==> config.mk <==
export PLATFORM = sky130hd
export DESIGN_NAME = tss_sync_ctrl
export DESIGN_NICKNAME = d
export VERILOG_FILES = /design/src/tss_pkg.sv /design/src/tss_evt_if.sv /design/src/tss_pin_sync.sv /design/src/tss_shadow.sv /design/src/tss_sync_ctrl.sv
export SDC_FILE = /design/constraint.sdc
export NUM_CORES = 1
export LEC_CHECK = 0
export ABC_AREA = 1
export BUFFER_PORTS_ARGS = -buffer_cell sky130_fd_sc_hd__buf_2
export CORE_MARGIN = 8
export CORE_UTILIZATION = 54
export CTS_BUF_LIST = sky130_fd_sc_hd__clkbuf_4 sky130_fd_sc_hd__clkbuf_8 sky130_fd_sc_hd__clkbuf_16
export DETAILED_ROUTE_END_ITERATION = 8
export HOLD_SLACK_MARGIN = 0.15
export PLACE_DENSITY = 0.95
export SYNTH_ARGS = -nofsm -noshare
export SYNTH_HDL_FRONTEND = slang
export SYNTH_SLANG_ARGS = --single-unit
export TNS_END_PERCENT = 20
==> constraint.sdc <==
create_clock -name clk_sys -period 2 [get_ports clk_sys]
set_input_delay 0.4 -clock clk_sys [delete_from_list [all_inputs] [get_ports clk_sys]]
set_output_delay 0.4 -clock clk_sys [all_outputs]
set_load 0.005 [all_outputs]
==> src/tss_pkg.sv <==
// Constants and types for the transmit sync distribution control.
// Assumes one 10 MHz clock domain shared by all users of the package.
package tss_pkg;
    // =========================================================
    // Register offsets
    localparam logic [8:0] TSS_ADDR_DIS = 9'h10b;
    localparam logic [8:0] TSS_ADDR_SRC = 9'h10c;
    localparam logic [8:0] TSS_ADDR_TRIG = 9'h10d;
    localparam logic [8:0] TSS_ADDR_CORR = 9'h10e;
    // =========================================================
    // Reset values
    localparam logic [7:0] TSS_RST_DIS = 8'h00;
    localparam logic [7:0] TSS_RST_SRC = 8'h00;
    localparam logic [7:0] TSS_RST_TRIG = 8'h00;
    localparam logic [7:0] TSS_RST_CORR = 8'h00;
    // =========================================================
    // Field positions, disable register
    localparam int TSS_DIS_GLOBAL = 5;
    localparam int TSS_DIS_COARSE_MIXER_SRC = 7;
    // Field positions, source register
    localparam int TSS_SRC_GLOBAL = 5;
    // Field positions, trigger register
    localparam int TSS_TRIG_GLOBAL = 6;
    // Field positions, correction register
    localparam int TSS_CORR_OFF_HOLD = 0;
    localparam int TSS_CORR_GP_HOLD = 1;
    localparam int TSS_CORR_OFF_EN = 6;
    localparam int TSS_CORR_GP_EN = 7;
    // =========================================================
    // Block indices inside the per-block vectors
    localparam int TSS_NBLK = 5;
    localparam int TSS_BLK_FIFO = 0;
    localparam int TSS_BLK_COARSE_MIXER = 1;
    localparam int TSS_BLK_DIV = 2;
    localparam int TSS_BLK_OFF = 3;
    localparam int TSS_BLK_GP = 4;
    // =========================================================
    // Pointer spacing after a buffer sync
    localparam int TSS_FIFO_GAP = 4;
endpackage : tss_pkg

==> src/tss_evt_if.sv <==
// Carries the per-block sync pulses and hold flags between modules.
// Assumes all ends share the system clock.
interface tss_evt_if;
    logic [4:0] pulse;
    logic off_hold;
    logic gp_hold;
    // Producer of the events
    modport src (output pulse, output off_hold, output gp_hold);
    // Consumer of the events
    modport dst (input pulse, input off_hold, input gp_hold);
endinterface : tss_evt_if

==> src/tss_pin_sync.sv <==
// Two-stage synchroniser for the sync pin with a rising-edge pulse.
// Assumes the pin is asynchronous to clk_sys.
module tss_pin_sync
(
    // Clock and reset
    input wire logic clk_sys,
    input wire logic resetn,
    // Pin in, edge out
    input wire logic pin,
    output logic rise
);
    typedef struct packed {
        logic meta;
        logic stable;
        logic last;
        logic rise;
    } tss_ps_t;
    tss_ps_t st;
    tss_ps_t next_st;

    // =========================================================
    // Next state: only the second stage feeds the edge logic
    always_comb
    begin
        next_st = st;
        next_st.meta = pin;
        next_st.stable = st.meta;
        next_st.last = st.stable;
        next_st.rise = st.stable & ~st.last;
    end

    // State register
    always_ff @(posedge clk_sys or negedge resetn)
    begin
        if (!resetn)
            st <= '0;
        else
            st <= next_st;
    end

    assign rise = st.rise;
endmodule : tss_pin_sync

==> src/tss_shadow.sv <==
// Shadow register that withholds correction words until a sync.
// Assumes live words come from registers on the same clock.
module tss_shadow
    import tss_pkg::*;
#(
    parameter int W = 26,
    parameter int BLK = 3
)
(
    // Clock and reset
    input wire logic clk_sys,
    input wire logic resetn,
    // Events and hold flags
    tss_evt_if.dst evt,
    // Words
    input wire logic [W-1:0] live,
    output logic [W-1:0] active
);
    typedef struct packed {
        logic [W-1:0] word;
    } tss_sh_t;
    tss_sh_t st;
    tss_sh_t next_st;
    logic hold;

    assign hold = (BLK == TSS_BLK_OFF) ? evt.off_hold : evt.gp_hold;

    // =========================================================
    // Follow live words, or wait for this block's sync
    always_comb
    begin
        next_st = st;
        if (!hold || evt.pulse[BLK])
            next_st.word = live;
    end

    // State register
    always_ff @(posedge clk_sys or negedge resetn)
    begin
        if (!resetn)
            st <= '0;
        else
            st <= next_st;
    end

    assign active = st.word;
endmodule : tss_shadow

==> src/tss_sync_ctrl.sv <==
// Transmit sync distribution control: registers, event routing,
// buffer pointer init, coarse mixer phase and clock divider phase.
// Assumes a register port decoded from the host serial interface on
// clk_sys, and a sync pin asynchronous to clk_sys.
//
// Overview of operation
// - Global-off bit hands syncing to each block's own disable and source.
// - Global mode: one selected rising edge syncs all five blocks together.
// - Global source picks pin at 0, global soft trigger at 1.
// - Global soft trigger 0-to-1 write syncs all blocks when selected.
// - Per-block disable suppresses that block, only while global is off.
// - Buffer sync sets write and read pointers four apart.
// - Coarse mixer sync sets mixing phase for both channels at once.
// - Coarse mixer source picks pin clear, its soft trigger edge set.
// - Buffer source picks pin at 0, its soft trigger edge at 1.
// - Divider source picks pin clear, its soft trigger edge set.
// - Offset source picks pin clear, its soft trigger edge set.
// - Gain/phase source picks pin clear, its soft trigger edge set.
// - Block soft trigger fires only in block mode, enabled, soft source.
// - Offset hold keeps new offset words back until offset sync.
// - Gain/phase hold keeps new words back until gain/phase sync.
// - Offset enable switches offset correction for both channels.
// - Gain/phase enable gives zero output until software writes gains; here the bit only drives gain_phase_corr_enable.
// - All sync settings are common to both transmit channels.
// - Coarse mixer sync loads the programmed two-bit phase.
// - Divider sync loads the programmed phase ANDed with the divider terminal count set by the interpolation mode.
module tss_sync_ctrl
    import tss_pkg::*;
#(
    parameter int PTRW = 3,
    parameter int OFFW = 13,
    parameter int GAINW = 11,
    parameter int PHW = 10
)
(
    // Clock and reset
    input wire logic clk_sys,
    input wire logic resetn,
    // Register port from the serial interface
    input wire logic reg_wr,
    input wire logic reg_rd,
    input wire logic [8:0] reg_addr,
    input wire logic [7:0] reg_wdata,
    output logic [7:0] reg_rdata,
    output logic reg_rvalid,
    // External sync pin
    input wire logic sync_pin,
    // Programmed values from neighbouring registers
    input wire logic [1:0] coarse_mixer_phase_value,
    input wire logic [1:0] div_phase_value,
    input wire logic [1:0] interp_mode,
    input wire logic [OFFW-1:0] offset_a_live,
    input wire logic [OFFW-1:0] offset_b_live,
    input wire logic [GAINW-1:0] chan_a_gain_word,
    input wire logic [GAINW-1:0] chan_b_gain_word,
    input wire logic [PHW-1:0] phase_word_live,
    // Per-block sync pulses
    output logic [4:0] sync_pulse,
    // Transmit buffer pointer load
    output logic fifo_ptr_load,
    output logic [PTRW-1:0] fifo_wr_init,
    output logic [PTRW-1:0] fifo_rd_init,
    // Coarse mixer and divider
    output logic [1:0] mixer_phase,
    output logic [1:0] div_count,
    output logic div_tick,
    // Quadrature correction
    output logic offset_corr_enable,
    output logic gain_phase_corr_enable,
    output logic [2*OFFW-1:0] offset_active,
    output logic [2*GAINW+PHW-1:0] gain_phase_active
);
    typedef struct packed {
        logic [7:0] dis;
        logic [7:0] src;
        logic [7:0] trig;
        logic [7:0] corr;
        logic [7:0] trig_last;
        logic [4:0] pulse;
        logic [PTRW-1:0] wr_init;
        logic [PTRW-1:0] rd_init;
        logic [1:0] mix;
        logic [1:0] div;
        logic tick;
        logic [7:0] rdata;
        logic rvalid;
    } tss_st_t;

    tss_st_t st;
    tss_st_t next_st;
    tss_evt_if evt ();

    logic pin_rise;
    logic [7:0] trig_rise;
    logic [4:0] blk_src;
    logic glob_evt;
    logic [4:0] evt_vec;
    logic [1:0] div_max;

    // =========================================================
    // Pin synchroniser
    tss_pin_sync u_pin
    (
        .clk_sys(clk_sys),
        .resetn(resetn),
        .pin(sync_pin),
        .rise(pin_rise)
    );

    // =========================================================
    // Event routing
    // Soft trigger edges: only a fresh 0-to-1 counts
    assign trig_rise = st.trig & ~st.trig_last;
    // Source bit per block; the mixer's lives in the disable register
    assign blk_src = {st.src[TSS_BLK_GP], st.src[TSS_BLK_OFF],
                      st.src[TSS_BLK_DIV], st.dis[TSS_DIS_COARSE_MIXER_SRC],
                      st.src[TSS_BLK_FIFO]};
    // Global trigger: pin or soft bit
    assign glob_evt = st.src[TSS_SRC_GLOBAL] ?
                      trig_rise[TSS_TRIG_GLOBAL] : pin_rise;

    // One event per block, common to both channels
    generate
        for (genvar b = 0; b < TSS_NBLK; b++)
        begin : g_blk
            always_comb
            begin
                if (!st.dis[TSS_DIS_GLOBAL])
                    evt_vec[b] = glob_evt;
                else if (st.dis[b])
                    evt_vec[b] = 1'b0;
                else if (blk_src[b])
                    evt_vec[b] = trig_rise[b];
                else
                    evt_vec[b] = pin_rise;
            end
        end
    endgenerate

    // Divider terminal count from the interpolation factor
    always_comb
    begin
        unique case (interp_mode)
            2'h0: div_max = 2'h0;
            2'h1: div_max = 2'h1;
            default: div_max = 2'h3;
        endcase
    end

    // =========================================================
    // Next state
    always_comb
    begin
        next_st = st;
        next_st.rvalid = 1'b0;
        next_st.trig_last = st.trig;
        next_st.pulse = evt_vec;
        // Register writes
        if (reg_wr)
        begin
            unique case (reg_addr)
                TSS_ADDR_DIS: next_st.dis = reg_wdata;
                TSS_ADDR_SRC: next_st.src = reg_wdata;
                TSS_ADDR_TRIG: next_st.trig = reg_wdata;
                TSS_ADDR_CORR: next_st.corr = reg_wdata;
                default: next_st.rvalid = 1'b0;
            endcase
        end
        // Register reads, unmapped reads as zero
        if (reg_rd)
        begin
            next_st.rvalid = 1'b1;
            unique case (reg_addr)
                TSS_ADDR_DIS: next_st.rdata = st.dis;
                TSS_ADDR_SRC: next_st.rdata = st.src;
                TSS_ADDR_TRIG: next_st.rdata = st.trig;
                TSS_ADDR_CORR: next_st.rdata = st.corr;
                default: next_st.rdata = 8'h00;
            endcase
        end
        // Buffer pointers four apart
        if (evt_vec[TSS_BLK_FIFO])
        begin
            next_st.rd_init = '0;
            next_st.wr_init = PTRW'(TSS_FIFO_GAP);
        end
        // Coarse mixer phase load
        if (evt_vec[TSS_BLK_COARSE_MIXER])
            next_st.mix = coarse_mixer_phase_value;
        // Divider: load phase on sync, else count
        if (evt_vec[TSS_BLK_DIV])
            next_st.div = div_phase_value & div_max;
        else if (st.div >= div_max)
            next_st.div = 2'h0;
        else
            next_st.div = st.div + 2'h1;
        next_st.tick = (next_st.div == 2'h0);
    end

    // State register
    always_ff @(posedge clk_sys or negedge resetn)
    begin
        if (!resetn)
        begin
            st <= '0;
            st.dis <= TSS_RST_DIS;
            st.src <= TSS_RST_SRC;
            st.trig <= TSS_RST_TRIG;
            st.corr <= TSS_RST_CORR;
        end
        else
            st <= next_st;
    end

    // =========================================================
    // Correction shadows
    assign evt.pulse = st.pulse;
    assign evt.off_hold = st.corr[TSS_CORR_OFF_HOLD];
    assign evt.gp_hold = st.corr[TSS_CORR_GP_HOLD];

    // Offset words for both channels
    tss_shadow #(.W(2*OFFW), .BLK(TSS_BLK_OFF)) u_off
    (
        .clk_sys(clk_sys),
        .resetn(resetn),
        .evt(evt),
        .live({offset_b_live, offset_a_live}),
        .active(offset_active)
    );

    // Gain and phase words
    tss_shadow #(.W(2*GAINW+PHW), .BLK(TSS_BLK_GP)) u_gp
    (
        .clk_sys(clk_sys),
        .resetn(resetn),
        .evt(evt),
        .live({phase_word_live, chan_b_gain_word, chan_a_gain_word}),
        .active(gain_phase_active)
    );

    // =========================================================
    // Outputs
    assign sync_pulse = st.pulse;
    assign fifo_ptr_load = st.pulse[TSS_BLK_FIFO];
    assign fifo_wr_init = st.wr_init;
    assign fifo_rd_init = st.rd_init;
    assign mixer_phase = st.mix;
    assign div_count = st.div;
    assign div_tick = st.tick;
    assign offset_corr_enable = st.corr[TSS_CORR_OFF_EN];
    assign gain_phase_corr_enable = st.corr[TSS_CORR_GP_EN];
    assign reg_rdata = st.rdata;
    assign reg_rvalid = st.rvalid;
endmodule : tss_sync_ctrl

==> flow_summary_export.csv <==
group,metric,value,unit
synthesis,syn_area,5150,um^2
floorplan,pin_count,172,
critical_path,slowest_stage,"dfrtp_1",
layout,drive_above_1_share,40.8,%
critical_path,reg2reg_setup_slack,360,ps
drt,ant_nets,0,
critical_path,worst-setup-path-type,"register to register",
layout,layout_common_cells,"buf_2 (165), dfrtp_1 (120), nand2_1 (78)",
floorplan,die-area,12900,um^2
worst_hold_path,holdCritPathClass,"input pin to register",
critical_path,crit_chain,"inv_1 > o22ai_1 > nand2_1 > nand2_1 > nand2_1 > o21ai_0 > nor2_1",
synthesis,syn_inst,454,
clocking,clock-sinks,120,
global_route,grt_pass1_vias,4663,
placed_design,place_hpwl,9560,um
timing,rsz0062_at_grt,"no",
clocking,cts-root-buf,"clkbuf_8",
clocking,clk_pin_slew,60,ps
timing,setup_tns,0,ps
timing,period_minus_slack,1640,ps
layout,syn_to_final_growth,39.0,%
timing,fmax,610,MHz
clocking,cts_tree,"built",
drt,drtIter0Drc,343,
drt,drc,0,
timing,max_slew_margin,64.2,%
timing,worst_slew_pin_slew,536,ps
drt,wire_per_inst,18.7,um
critical_path,worst-path-buf-inv,1,
critical_path,slowest_delay,550,ps
floorplan,core_area,9240,um^2
critical_path,required,2390,ps
drt,routed_wl,15300,um
clocking,clockBufferDepth,2,
synthesis,ys_ff_latch,120,
clocking,clk_latency,520,ps
timing,drv_slew,0,
placed_design,routabilityCongestion,0.944,
synthesis,synth.distinct_cells,35,
synthesis,syn_area_per_cell,11.3,um^2
clocking,h-tree-depth,4,
global_route,gr-total-overflow,0,
run,max-cap-violations,0,
synthesis,synthSimpleGateAreaFrac,13.6,%
floorplan,dieHeight,114,um
synthesis,synthMuxAreaShare,12.7,%
layout,antenna-diode-count,0,
clocking,postCtsHoldBufs,65,
synthesis,yosys_warnings,0,
placed_design,place_inst,722,
critical_path,worstPathMaxFanout,8,
critical_path,start_kind,"register",
critical_path,end_kind,"register",
run_status,status,"finished clean",
synthesis,synth_compound_area_share,6.44,%
synthesis,synth_seq_area_share,58.4,%
drt,first_pass_iters,8,
power,ir_worst_vdd,0.000736,V
drt,avgViaCountPerCell,5.25,
synthesis,synth_top_family_by_area,"simple AND/OR/NAND/NOR gates",
global_route,antenna_found_initial,0,
power,cellPowerDensity,965,nW/um^2
clocking,cts_setup_buffers,0,
power,p_leak,3.61,nW
timing,hold_viol_final,0,
global_route,grt_pass1_wl,24100,um
synthesis,synth_adder_area_share,0.486,%
critical_path,critPathArrivalTime,2030,ps
placed_design,io_buffers,166,
layout,finalNetCount,765,
clocking,cts_resized,0,
layout,final_cells,818,
clocking,cts_buffers,17,
drt,num_vias,4298,
floorplan,rows,35,
layout,layout_commonest_cell,"buf_2",
critical_path,cp_common_cell,"nand2_1",
timing,post-route-period-util,82.0,%
global_route,grt_max_degree,51,
floorplan,start_util,55.7,%
critical_path,cp_top_family,"simple AND/OR/NAND/NOR gates",
synthesis,synth_xor_area_share,0.170,%
floorplan,die_w,114,um
global_route,gr-usage-all-layers,24.1,%
timing,fin_skew,9.77,ps
timing,setup_viol,0,
==> sequential cells by signal (all words and copies together), names as in the netlist, 2 cells and up <==
register       count
u_off.active      26
mixer_phase        2
blk_src            5
sync_pulse         5
div_count          2
reg_rdata          8
u_pin.next_st      2
st                21
u_gp.active       32
next_st            8
==> stage by stage <==
stage | hold WS (ps) | utilization [%] | power, W | setup slack (ps) | instance area [um^2]
CTS | 192 | 77.4 | 0.00687 | 432 | 7150
global placement | 334 | 64.0 | 0.00372 | 340 | 5920
floorplan | 104 | - | 0.00333 | 551 | 5160
global route | 194 | 77.4 | 0.00717 | 314 | 7150
finish | 207 | 77.4 | 0.00690 | 361 | 7150
detailed placement | 335 | 64.0 | 0.00378 | 275 | 5920
==> path summary, 6_finish.rpt <==
check                                 start          endpoint  cells past startpoint
max in group asynchronous            resetn      div_count[0]                      3
setup / recovery                 u_pin.rise          div_tick                      7
setup reg to reg                 u_pin.rise          div_tick                      7
min in group asynchronous            resetn   u_gp.active[20]                      2
hold reg to reg            u_pin.next_st[2]  u_pin.next_st[1]                      0
hold / removal                 reg_wdata[3]        blk_src[3]                      3
==> cell families (layout without fill, tap and decap cells) <==
| family | after synthesis | after routing |
|---|---|---|
| simple gates | 151 | 151 |
| flops | 120 | 120 |
| buf+inv | 67 | 298 |
| mux | 58 | 58 |
| compound gates | 54 | 54 |
| fa+ha+maj | 2 | 2 |
| other cells | 1 | 5 |
| xor+xnor | 1 | 1 |
==> Yosys cell counts, drive strengths merged <==
master	number	area share [%]
inv	29	2.1
conb	1	0.073
clkinv	1	0.073
nand4	9	1.4
nand2	81	6.1
o41ai	2	0.34
o22ai	1	0.12
or2	4	0.49
o211ai	3	0.44
ha	2	0.49
mux2	58	13
and3	1	0.22
a21oi	7	0.68
buf	36	6.0
clkbuf	1	0.073
o21a	1	0.15
o21ai	38	4.4
a21boi	2	0.29
xor2	1	0.17
dfrtp	120	58
nor2	25	2.2
nand3	31	3.2
==> worst register-to-register path: stages, from the launching register on <==
cell and delay, ps:
dfrtp_1 550, inv_1 80, o22ai_1 190, nand2_1 240
nand2_1 210, nand2_1 60, o21ai_0 120, nor2_1 70
==> routing by layer <==
layer  vias up  GRT usage [%]  routed length [um]
met2       218           41.6                7830
met5         -              0                   0
met4         0           14.2                 733
met3        61           6.29                1130
li1       1947              -                   -
met1      2072           26.3                5630
==> report_power, final <==
| part | internal [W] | leakage (nW) | switching [W] |
|---|---|---|---|
| Sequential | 0.00270 | 1.50 | 0.000158 |
| Combinational | 0.000547 | 1.83 | 0.000469 |
| Clock | 0.00193 | 0.279 | 0.00110 |
| Total | 0.00517 | 3.61 | 0.00173 |
==> area by class of cell <==
type / instances / area (um^2)
flip-flops and latches: 120 / 3000
fillers: 549 / 2090
multi-input cells: 271 / 1740
repair buffers: 237 / 1550
clock buffers: 19 / 435
well taps: 129 / 161
clock inverters: 12 / 153
inverters: 30 / 113
Note: power is estimated with default switching activity, not from simulation.
